[config.mk]
export PLATFORM = sky130hd
export DESIGN_NAME = rbt_tuning_regs
export DESIGN_NICKNAME = d
export VERILOG_FILES = /design/src/hw/rbt_pkg.sv /design/src/hw/rbt_clk_div.sv /design/src/hw/rbt_cs_debounce.sv /design/src/hw/rbt_tuning_regs.sv
export SDC_FILE = /design/constraint.sdc
export NUM_CORES = 1
export LEC_CHECK = 0
export BUFFER_PORTS_ARGS = -buffer_cell sky130_fd_sc_hd__buf_2
export CORE_ASPECT_RATIO = 0.9
export CORE_UTILIZATION = 35
export CTS_BUF_LIST = sky130_fd_sc_hd__clkbuf_4 sky130_fd_sc_hd__clkbuf_8
export CTS_CLUSTER_SIZE = 8
export DETAILED_ROUTE_END_ITERATION = 10
export PLACE_DENSITY = 0.58
export SETUP_SLACK_MARGIN = 0.3
export SLEW_MARGIN = 15
export SYNTH_ARGS = -nofsm -noshare
export SYNTH_HDL_FRONTEND = slang
export SYNTH_SLANG_ARGS = --single-unit
[constraint.sdc]
create_clock -name CLK -period 6.65 [get_ports CLK]
set_input_delay 1.6625 -clock CLK [delete_from_list [all_inputs] [get_ports CLK]]
set_output_delay 1.6625 -clock CLK [all_outputs]
set_load 0.02 [all_outputs]
[src/hw/rbt_pkg.sv]
// Package: shared constants and types for the receive baseband tuning block
// Assumes: 125 MHz single clock, classic Wishbone register access
package rbt_pkg;
   // -----------------------------
   // Register map (word indices and byte addresses)
   // -----------------------------
   localparam logic [7:0] FREQ_CORRECTION_CTRL_IDX   = 8'h0f;
   localparam logic [7:0] CHANNEL_FILTER_CTRL_IDX    = 8'h10;
   localparam logic [7:0] GAIN_HOLD_CARRIER_CTRL_IDX = 8'h11;
   localparam logic [7:0] IRQ_STATUS_IDX             = 8'h12;
   localparam logic [7:0] IRQ_MASK_IDX               = 8'h13;
   localparam logic [7:0] BLOCK_STATUS_IDX           = 8'h14;
   localparam logic [9:0] FREQ_CORRECTION_CTRL_ADDR  = 10'h03c;
   localparam logic [9:0] CHANNEL_FILTER_CTRL_ADDR   = 10'h040;
   localparam logic [9:0] GAIN_HOLD_CARRIER_CTRL_ADDR = 10'h044;
   localparam logic [9:0] IRQ_STATUS_ADDR            = 10'h048;
   localparam logic [9:0] IRQ_MASK_ADDR              = 10'h04c;
   localparam logic [9:0] BLOCK_STATUS_ADDR          = 10'h050;
   // -----------------------------
   // Reset values
   // -----------------------------
   localparam logic [7:0] FREQ_CORRECTION_CTRL_RST   = 8'h9c;
   localparam logic [7:0] CHANNEL_FILTER_CTRL_RST    = 8'h00;
   localparam logic [7:0] GAIN_HOLD_CARRIER_CTRL_RST = 8'h65;
   localparam logic [2:0] CONVERTER_DIV_SEL_RST      = 3'h3;
   // -----------------------------
   // Field positions
   // -----------------------------
   localparam int SETTLE_LSB    = 6;
   localparam int RX_DEVIATION_EXPONENT_LSB   = 4;
   localparam int BYPASS_BIT    = 7;
   localparam int DSHIFT_LSB    = 5;
   localparam int CS_SET_LSB    = 6;
   localparam int CS_REL_BIT    = 5;
   localparam int GHOLD_LSB     = 2;
   // Interrupt bits
   localparam int IRQ_CS_RISE   = 0;
   localparam int IRQ_CS_FALL   = 1;
   localparam int IRQ_FREEZE_END = 2;
   // -----------------------------
   // Hold tables (filter clocks, converter clocks)
   // -----------------------------
   localparam logic [7:0] GAIN_HOLD_BASE = 8'h10;
   localparam logic [7:0] EXTRA_HOLD_BASE = 8'h10;
   localparam logic [2:0] GAIN_HOLD_FOREVER = 3'h7;
   // Filter clock at 2x 307.2 kHz from 125 MHz: rounded down to 203 cycles
   localparam int CLK_HZ            = 125000000;
   localparam int FILTER_BASE_HZ    = 614400;
   localparam int FILTER_BASE_CYC   = CLK_HZ / FILTER_BASE_HZ;

   typedef enum logic [1:0] {RBT_HOLD_IDLE, RBT_HOLD_GAIN, RBT_HOLD_EXTRA}
      rbt_hold_e;

   typedef struct packed {
      logic [1:0] settle;
      logic [1:0] dev_exp;
      logic [3:0] dev_mant;
   } rbt_fc_s;

   typedef struct packed {
      logic       bypass;
      logic [1:0] dshift;
      logic [4:0] ddiv;
   } rbt_filt_s;

   typedef struct packed {
      logic [1:0] cs_set;
      logic       cs_rel;
      logic [2:0] ghold;
      logic [1:0] xhold;
   } rbt_hold_s;
endpackage

[src/hw/rbt_clk_div.sv]
// Divider: one-cycle enable pulse every div_cycles clocks
// Assumes: div_cycles at least 1, changes are compared against the running count at once
`timescale 1ns/1ns
`default_nettype none
module rbt_clk_div
   import rbt_pkg::*;
#(
   parameter int W = 16
) (
   input  wire logic         clk,
   input  wire logic         reset,
   input  wire logic         restart,
   input  wire logic [W-1:0] div_cycles,
   output logic              tick
);
   typedef struct packed {
      logic [W-1:0] cnt;
      logic         tick;
   } rbt_div_s;

   rbt_div_s st;
   rbt_div_s next_st;

   always_comb begin
      next_st = st;
      next_st.tick = 1'b0;
      if (restart) begin
         next_st.cnt = '0;
      end else if (st.cnt + W'(1) >= div_cycles) begin
         next_st.cnt = '0;
         next_st.tick = 1'b1;
      end else begin
         next_st.cnt = st.cnt + W'(1);
      end
   end

   always_ff @(posedge clk or posedge reset) begin
      if (reset) begin
         st <= '0;
      end else begin
         st <= next_st;
      end
   end

   assign tick = st.tick;
endmodule
`default_nettype wire

[src/hw/rbt_cs_debounce.sv]
// Carrier sense debouncer: set after N hits, release after 1 or 2 misses
// Assumes: sample_en marks each carrier level comparison
`timescale 1ns/1ns
`default_nettype none
module rbt_cs_debounce
   import rbt_pkg::*;
(
   input  wire logic       clk,
   input  wire logic       reset,
   input  wire logic       sample_en,
   input  wire logic       above,
   input  wire logic [1:0] set_count,
   input  wire logic       release_two,
   output logic            carrier
);
   typedef struct packed {
      logic [2:0] hits;
      logic [1:0] misses;
      logic       carrier;
   } rbt_deb_s;

   rbt_deb_s st;
   rbt_deb_s next_st;

   always_comb begin
      next_st = st;
      if (sample_en) begin
         if (above) begin
            next_st.misses = '0;
            if (st.hits < 3'h4) begin
               next_st.hits = st.hits + 3'h1;
            end
            if ({1'b0, set_count} + 3'h1 <= st.hits + 3'h1) begin
               next_st.carrier = 1'b1; // RULE10
            end
         end else begin
            next_st.hits = '0;
            if (st.misses < 2'h2) begin
               next_st.misses = st.misses + 2'h1;
            end
            if (!release_two || st.misses >= 2'h1) begin
               next_st.carrier = 1'b0; // RULE11
            end
         end
      end
   end

   always_ff @(posedge clk or posedge reset) begin
      if (reset) begin
         st <= '0;
      end else begin
         st <= next_st;
      end
   end

   assign carrier = st.carrier;

   property p_set_needs_hits;
      @(posedge clk) disable iff (reset)
      $rose(st.carrier) |-> $past(st.hits) >= {1'b0, set_count};
   endproperty
   a_set_needs_hits: assert property (p_set_needs_hits) // RULE10
      else $error("carrier set too early");

   property p_release_two;
      @(posedge clk) disable iff (reset)
      $fell(st.carrier) && release_two |-> $past(st.misses) >= 2'h1;
   endproperty
   a_release_two: assert property (p_release_two) // RULE11
      else $error("carrier released after one miss");
endmodule
`default_nettype wire

[src/hw/rbt_tuning_regs.sv]
// Receive baseband tuning: registers, frequency averaging, filter config,
// carrier sense debounce and gain-change hold timers.
// Assumes: classic Wishbone master, all inputs synchronous to CLK.
//
// Contract
// RULE1: Settle select 0 disables correction; zero average offset to demodulator.
// RULE2: Settle 1,2,3 averages frequency over 1,2,4 zero/one bit pairs.
// RULE3: Host should choose settle select 3 unless fastest settling needed.
// RULE4: Expected deviation is baud times mantissa times 2^(exp-3) over 3.
// RULE5: Host keeps deviation mantissa between 8 and 15 by adjusting exponent.
// RULE6: Host sets deviation near half or full transmit deviation by rate.
// RULE7: Filter skip bit bypasses anti-alias filter; host sets it at 76.8k up.
// RULE8: Decimator input shift adds that many shift bits; host picks per divisor.
// RULE9: Decimation divisor is field plus one; bandwidth is 307.2 kHz over it.
// RULE10: Carrier sense asserts after set count plus one samples at level.
// RULE11: Carrier sense releases after one, or two when release bit set.
// RULE12: Host should set release count bit to one.
// RULE13: Gain change events freeze gain, bit-sync, correction and strength.
// RULE14: Gain hold codes 0-6 give 16..48 filter clocks; 7 holds forever.
// RULE15: Extra hold adds 16, 32, 64 or 128 converter clocks.
// RULE16: Converter clock is oscillator divided by even 4..16 from 3-bit code; here code 0 divides by 2.
// RULE17: New event during freeze restarts both hold counters.
// RULE18: Filter clock runs at twice channel filter bandwidth.
`timescale 1ns/1ns
`default_nettype none
module rbt_tuning_regs
   import rbt_pkg::*;
#(
   parameter int FW = 16
) (
   input  wire logic          CLK,
   input  wire logic          RESET,
   // Wishbone slave
   input  wire logic          WB_CYC_I,
   input  wire logic          WB_STB_I,
   input  wire logic          WB_WE_I,
   input  wire logic [9:0]    WB_ADR_I,
   input  wire logic [3:0]    WB_SEL_I,
   input  wire logic [31:0]   WB_DAT_I,
   output logic [31:0]        WB_DAT_O,
   output logic               WB_ACK_O,
   // Baseband side
   input  wire logic [2:0]    CONVERTER_DIV_SEL,
   input  wire logic [FW-1:0] FREQ_EST,
   input  wire logic          BIT_PAIR_DONE,
   input  wire logic          CS_SAMPLE,
   input  wire logic          CS_ABOVE,
   input  wire logic          FREQ_SWITCH,
   input  wire logic          SYNTH_UNLOCK,
   input  wire logic          RX_POWER_UP,
   output logic [FW-1:0]      AVG_FREQ_OFFSET,
   output logic               FREQ_CORR_EN,
   output logic [3:0]         RX_DEVIATION_MANTISSA,
   output logic [1:0]         RX_DEVIATION_EXPONENT,
   output logic               FILTER_BYPASS_EN,
   output logic [1:0]         DECIMATOR_INPUT_SHIFT,
   output logic [5:0]         DECIMATION_DIVISOR,
   output logic               CARRIER_SENSE,
   output logic               LEVELS_FROZEN,
   output logic               IRQ
);
   // -----------------------------
   // State
   // -----------------------------
   typedef struct packed {
      rbt_fc_s         fc;
      rbt_filt_s       filt;
      rbt_hold_s       hold;
      logic [2:0]      irq_stat;
      logic [2:0]      irq_mask;
      logic            ack;
      logic [31:0]     rdata;
      logic [FW+1:0]   acc;
      logic [2:0]      pairs;
      logic [FW-1:0]   avg;
      rbt_hold_e       hstate;
      logic [7:0]      hcnt;
      logic            carrier_q;
   } rbt_st_s;

   rbt_st_s st;
   rbt_st_s next_st;

   logic       filt_tick;
   logic       conv_tick;
   logic       carrier;
   logic       event_in;
   logic       wr;
   logic       rd;
   logic [2:0] pair_goal;
   logic [7:0] ghold_len;
   logic [7:0] xhold_len;
   logic [FW-1:0] filt_div;
   logic [FW-1:0] conv_div;
   logic [FW+1:0] fe_ext;

   assign event_in = FREQ_SWITCH | SYNTH_UNLOCK | RX_POWER_UP; // RULE13
   assign wr = WB_CYC_I & WB_STB_I & WB_WE_I & ~st.ack & WB_SEL_I[0];
   assign rd = WB_CYC_I & WB_STB_I & ~st.ack;
   assign fe_ext = {{2{FREQ_EST[FW-1]}}, FREQ_EST};

   // -----------------------------
   // Rate dividers
   // -----------------------------
   // Filter clock period = base cycles times divisor (twice the bandwidth)
   assign filt_div = FW'(FILTER_BASE_CYC) * FW'({1'b0, st.filt.ddiv} + 6'h1); // RULE18
   // Converter clock: the 125 MHz clock stands in for the oscillator
   assign conv_div = FW'({CONVERTER_DIV_SEL, 1'b0}) + FW'(2); // RULE16

   rbt_clk_div #(.W(FW)) u_filt_div (
      .clk        (CLK),
      .reset      (RESET),
      .restart    (event_in),
      .div_cycles (filt_div),
      .tick       (filt_tick)
   );

   rbt_clk_div #(.W(FW)) u_conv_div (
      .clk        (CLK),
      .reset      (RESET),
      .restart    (event_in),
      .div_cycles (conv_div),
      .tick       (conv_tick)
   );

   rbt_cs_debounce u_cs (
      .clk         (CLK),
      .reset       (RESET),
      .sample_en   (CS_SAMPLE),
      .above       (CS_ABOVE),
      .set_count   (st.hold.cs_set),
      .release_two (st.hold.cs_rel),
      .carrier     (carrier)
   );

   // -----------------------------
   // Hold lengths
   // -----------------------------
   always_comb begin
      case (st.hold.ghold) // RULE14
         3'h0: ghold_len = 8'h10;
         3'h1: ghold_len = 8'h14;
         3'h2: ghold_len = 8'h18;
         3'h3: ghold_len = 8'h1c;
         3'h4: ghold_len = 8'h20;
         3'h5: ghold_len = 8'h28;
         3'h6: ghold_len = 8'h30;
         default: ghold_len = 8'hff;
      endcase
      xhold_len = EXTRA_HOLD_BASE << st.hold.xhold; // RULE15
      case (st.fc.settle) // RULE2
         2'h1: pair_goal = 3'h1;
         2'h2: pair_goal = 3'h2;
         default: pair_goal = 3'h4;
      endcase
   end

   // -----------------------------
   // Next state
   // -----------------------------
   always_comb begin
      next_st = st;
      next_st.ack = rd;
      next_st.carrier_q = carrier;
      // Register writes
      if (wr) begin
         case (WB_ADR_I)
            FREQ_CORRECTION_CTRL_ADDR: next_st.fc = WB_DAT_I[7:0];
            CHANNEL_FILTER_CTRL_ADDR: next_st.filt = WB_DAT_I[7:0];
            GAIN_HOLD_CARRIER_CTRL_ADDR: next_st.hold = WB_DAT_I[7:0];
            IRQ_MASK_ADDR: next_st.irq_mask = WB_DAT_I[2:0];
            IRQ_STATUS_ADDR:
               next_st.irq_stat = st.irq_stat & ~WB_DAT_I[2:0];
            default: ;
         endcase
      end
      // Register reads
      next_st.rdata = '0;
      case (WB_ADR_I)
         FREQ_CORRECTION_CTRL_ADDR: next_st.rdata[7:0] = st.fc;
         CHANNEL_FILTER_CTRL_ADDR: next_st.rdata[7:0] = st.filt;
         GAIN_HOLD_CARRIER_CTRL_ADDR: next_st.rdata[7:0] = st.hold;
         IRQ_STATUS_ADDR: next_st.rdata[2:0] = st.irq_stat;
         IRQ_MASK_ADDR: next_st.rdata[2:0] = st.irq_mask;
         BLOCK_STATUS_ADDR:
            next_st.rdata[1:0] = {st.hstate != RBT_HOLD_IDLE, carrier};
         default: ;
      endcase
      // Frequency averaging over bit pairs, frozen while holding
      if (st.fc.settle == 2'h0) begin
         next_st.avg = '0; // RULE1
         next_st.acc = '0;
         next_st.pairs = '0;
      end else if (BIT_PAIR_DONE && st.hstate == RBT_HOLD_IDLE) begin
         if (st.pairs + 3'h1 >= pair_goal) begin
            case (pair_goal) // RULE2
               3'h1: next_st.avg = FREQ_EST;
               3'h2: next_st.avg = FW'((st.acc + fe_ext) >>> 1);
               default: next_st.avg = FW'((st.acc + fe_ext) >>> 2);
            endcase
            next_st.acc = '0;
            next_st.pairs = '0;
         end else begin
            next_st.acc = st.acc + fe_ext;
            next_st.pairs = st.pairs + 3'h1;
         end
      end
      // Hold timers
      if (event_in) begin
         next_st.hstate = RBT_HOLD_GAIN; // RULE17
         next_st.hcnt = '0;
      end else begin
         case (st.hstate)
            RBT_HOLD_GAIN: begin
               if (st.hold.ghold == GAIN_HOLD_FOREVER) begin
                  next_st.hcnt = '0; // RULE14
               end else if (filt_tick) begin
                  if (st.hcnt + 8'h1 >= ghold_len) begin
                     next_st.hstate = RBT_HOLD_EXTRA;
                     next_st.hcnt = '0;
                  end else begin
                     next_st.hcnt = st.hcnt + 8'h1;
                  end
               end
            end
            RBT_HOLD_EXTRA: begin
               if (conv_tick) begin
                  if (st.hcnt + 8'h1 >= xhold_len) begin // RULE15
                     next_st.hstate = RBT_HOLD_IDLE;
                     next_st.hcnt = '0;
                     next_st.irq_stat[IRQ_FREEZE_END] = 1'b1;
                  end else begin
                     next_st.hcnt = st.hcnt + 8'h1;
                  end
               end
            end
            default: next_st.hstate = RBT_HOLD_IDLE;
         endcase
      end
      // Events set status; set wins over a clear in the same cycle
      if (carrier && !st.carrier_q) next_st.irq_stat[IRQ_CS_RISE] = 1'b1;
      if (!carrier && st.carrier_q) next_st.irq_stat[IRQ_CS_FALL] = 1'b1;
   end

   always_ff @(posedge CLK or posedge RESET) begin
      if (RESET) begin
         st <= '0;
         st.fc <= FREQ_CORRECTION_CTRL_RST;
         st.filt <= CHANNEL_FILTER_CTRL_RST;
         st.hold <= GAIN_HOLD_CARRIER_CTRL_RST;
         st.hstate <= RBT_HOLD_IDLE;
      end else begin
         st <= next_st;
      end
   end

   // -----------------------------
   // Outputs
   // -----------------------------
   assign WB_ACK_O = st.ack;
   assign WB_DAT_O = st.rdata;
   assign AVG_FREQ_OFFSET = st.avg;
   assign FREQ_CORR_EN = st.fc.settle != 2'h0; // RULE1
   assign RX_DEVIATION_MANTISSA = st.fc.dev_mant; // RULE4
   assign RX_DEVIATION_EXPONENT = st.fc.dev_exp;
   assign FILTER_BYPASS_EN = st.filt.bypass; // RULE7
   assign DECIMATOR_INPUT_SHIFT = st.filt.dshift; // RULE8
   assign DECIMATION_DIVISOR = {1'b0, st.filt.ddiv} + 6'h1; // RULE9
   assign CARRIER_SENSE = carrier;
   assign LEVELS_FROZEN = st.hstate != RBT_HOLD_IDLE; // RULE13
   assign IRQ = |(st.irq_stat & st.irq_mask);

   // -----------------------------
   // Checks
   // -----------------------------
   property p_zero_avg;
      @(posedge CLK) disable iff (RESET)
      st.fc.settle == 2'h0 |=> AVG_FREQ_OFFSET == '0;
   endproperty
   a_zero_avg: assert property (p_zero_avg) // RULE1
      else $error("offset not zero with correction off");

   property p_freeze_on_event;
      @(posedge CLK) disable iff (RESET)
      event_in |=> LEVELS_FROZEN && st.hcnt == 8'h0;
   endproperty
   a_freeze_on_event: assert property (p_freeze_on_event) // RULE17
      else $error("event did not start freeze");

   property p_forever;
      @(posedge CLK) disable iff (RESET)
      st.hstate == RBT_HOLD_GAIN && st.hold.ghold == GAIN_HOLD_FOREVER
         |=> st.hstate == RBT_HOLD_GAIN;
   endproperty
   a_forever: assert property (p_forever) // RULE14
      else $error("code 7 hold ended");

   property p_divisor;
      @(posedge CLK) disable iff (RESET)
      DECIMATION_DIVISOR >= 6'h1 && DECIMATION_DIVISOR <= 6'h20;
   endproperty
   a_divisor: assert property (p_divisor) // RULE9
      else $error("divisor out of range");

   property p_ack_one;
      @(posedge CLK) disable iff (RESET)
      WB_ACK_O |=> !WB_ACK_O;
   endproperty
   a_ack_one: assert property (p_ack_one)
      else $error("ack held two cycles");
endmodule
`default_nettype wire

==> metrics.cfg <==
[sta]
setup_viol=0
clock.fmax_ghz=0.177
slew-limit-headroom=0.251
period_minus_slack_ns=5.64
rsz0062_at_grt=no
worstMarginPinSlew_ns=1.12
fin_worst_skew_ns=0.0182
setup_tns_ns=0
finalCritPeriodShare=0.849
slew_violations=0
hold_viol=0

[yosys]
synthTopCellsByArea=dfrtp_1 (34%), ha_1 (14%), buf_4 (4.8%)
ys_warn_count=0
synthFlopType=dfrtp_1
synth_cell_types=67
synth_edf_count=0
synth_top_area_frac=0.339
async_reset_ff_frac=1.00
syn_area_per_cell_um2=9.69
synth.ff_latch_count=127
synth_top_area_cell=dfrtp_1
syn-cell-area_um2=8800
syn_inst=908
synth_seq_area_share=0.362

[clocking]
cts_tree=yes
path_clk_slew_ns=0.09
cts.sinks=127
clockRootBuffer=clkbuf_8
htree_num_levels=4
cts_made_buffers=17
insertion_delay_ns=0.46
clockBufferDepth=2
ctsResizeCount=0
cts_hold_buffers=0
cts_setup_buffers=0

[worst_setup_path]
worstPathArrival_ns=6.02
r2r_slack_ns=1.01
rr_startpoint=st[95]
slowest_stage=fa_1
critPathMaxStageDelay_ns=0.53
crit_path_start_kind=register
worstPathMaxFanout=9
critPathLaunch=st[95]
cp-end-kind=register
crit_type=register to register
critPathRequiredTime_ns=7.02

[layout]
n_antenna_cell=0
final_area_um2=9780
area_growth_pct=11.2
postLayoutCoreUtil=0.400
nets=1163
layout-drive-gt1-share=0.186

[power]
powerDensity_nw_per_um2=173
vdd_ir_drop_max_mv=0.112
power.leakage_nw=4.91

[global_route]
grt_pass1_vias=6258
grt_util_all_layers=0.154
grt_pass1_wl_um=31700
antenna_found_initial=0
overflow=0
grt_max_degree=82

[die]
dieHeight_um=152
die_w_um=169
initial_core_util=0.360
fp-row-count=54
ios=144
die-area_um2=25800
core_area_um2=24500

[flow_run]
cap_violations=0

[detailed_routing]
drc=0
firstDrtPassIters=5
vias=6542
ant_nets=0
wl_per_cell_um=14.4
first_iter_violations=288
vias_per_cell=4.91
wirelength_um=19100

[placed_design]
place_congestion=0.825
port_buffers=92
hpwl_um=14400
dpl_cell_area_um2=9360

[hold_path]
min_from=WB_ACK_O
hp-class=register to register

[run_status]
status=finished clean

synthesized netlist by cell type (13+ instances only):
cell type / n
buf_4: 56
dfrtp_1: 119
nand2b_1: 15
o21ai_0: 47
ha_1: 96
nor2_1: 41
xor2_1: 20
and3_1: 13
nand2_1: 76
mux2_2: 28
clkbuf_1: 15
a21oi_1: 50
a21o_1: 15
a22o_1: 28
xnor2_1: 37
nand3_1: 32
inv_1: 55
nor2b_1: 20
path summary, 6_finish.rpt:
check,endpoint,cells past startpoint
max,u_filt_div.st[11],25
min,WB_ACK_O,1
max reg2reg,u_filt_div.st[11],25
min reg2reg,WB_ACK_O,1
max in group asynchronous,st[81],3
min in group asynchronous,AVG_FREQ_OFFSET[9],2
worst max-delay path: cells and delay by family, from the launching register on:
family / cells / cell delay (ns)
buffers and inverters: 3 / 0.37
adders and majority gates: 5 / 1.79
xor gates and xnor gates: 3 / 0.71
AOI/OAI and AO/OA: 8 / 1.59
and+or+nand+nor: 6 / 0.59
DFF: 1 / 0.52
where the power goes:
part / switching [W] / internal, W
Clock: 0.000362 / 0.000358
Sequential: 0.0000178 / 0.000792
Combinational: 0.000104 / 0.0000616
cells in the final DEF, fill, tap and decap left out, drive strengths merged, types with 6 or more instances in the layout:
| cell | count |
|---|---|
| xor2 | 20 |
| o21ai | 51 |
| clkbuf | 18 |
| and3 | 13 |
| inv | 62 |
| a22o | 28 |
| nor2 | 43 |
| nand2 | 76 |
| a21oi | 51 |
| nor2b | 20 |
| a211oi | 7 |
| dfstp | 8 |
| ha | 96 |
| o22ai | 6 |
| a21o | 15 |
| buf | 99 |
| conb | 37 |
| mux2 | 29 |
| nor3 | 14 |
| a22oi | 9 |
| dfrtp | 119 |
| nand3 | 32 |
| nand2b | 15 |
| fa | 7 |
| a31oi | 6 |
| xnor2 | 37 |
| o21bai | 6 |
| mux2i | 7 |
kinds of logic after synthesis:
family / synth area share
muxes: 0.0532
xor gates and xnor gates: 0.0568
other: 0.000426
DFF: 0.362
and+or+nand+nor: 0.133
AOI/OAI and AO/OA: 0.160
adders and majority gates: 0.152
buffers and inverters: 0.0815
metrics by stage:
stage	hold slack, ns	setup slack (ns)	power (W)	std cells
4_1_cts	0.438	0.952	0.00172	1333
3_3_place_gp	0.421	1.09	0.000988	1301
5_1_grt	0.454	0.419	0.00178	1333
2_1_floorplan	0.444	1.43	0.000949	944
3_5_place_dp	0.419	0.975	0.000994	1301
6_report	0.434	1.01	0.00170	1333
final cells by class:
type                            count  area, um2
Tap cell                          336        420
Fill cell                        2471      14700
Timing Repair Buffer               99        513
Inverter                           55        211
Clock buffer                       18        248
Clock inverter                     14        171
Sequential cell                   127       3190
Multi-Input combinational cell    684       5030
layer usage:
layer	GRT usage	vias up	wire length, um
li1	-	3288	-
met1	0.221	3079	9730
met2	0.235	160	8330
met3	0.0332	15	895
met4	0.0378	0	174
met5	0	-	0
sequential cells by signal, summed over array words and instances (netlist names), 2 cells and up:
register / flops
u_filt_div.st: 16
AVG_FREQ_OFFSET: 16
st: 53
RX_DEVIATION_EXPONENT: 2
DECIMATOR_INPUT_SHIFT: 2
RX_DEVIATION_MANTISSA: 4
u_cs.st: 5
u_conv_div.st: 16
WB_DAT_O: 8
Note: power is estimated with default switching activity, not from simulation.
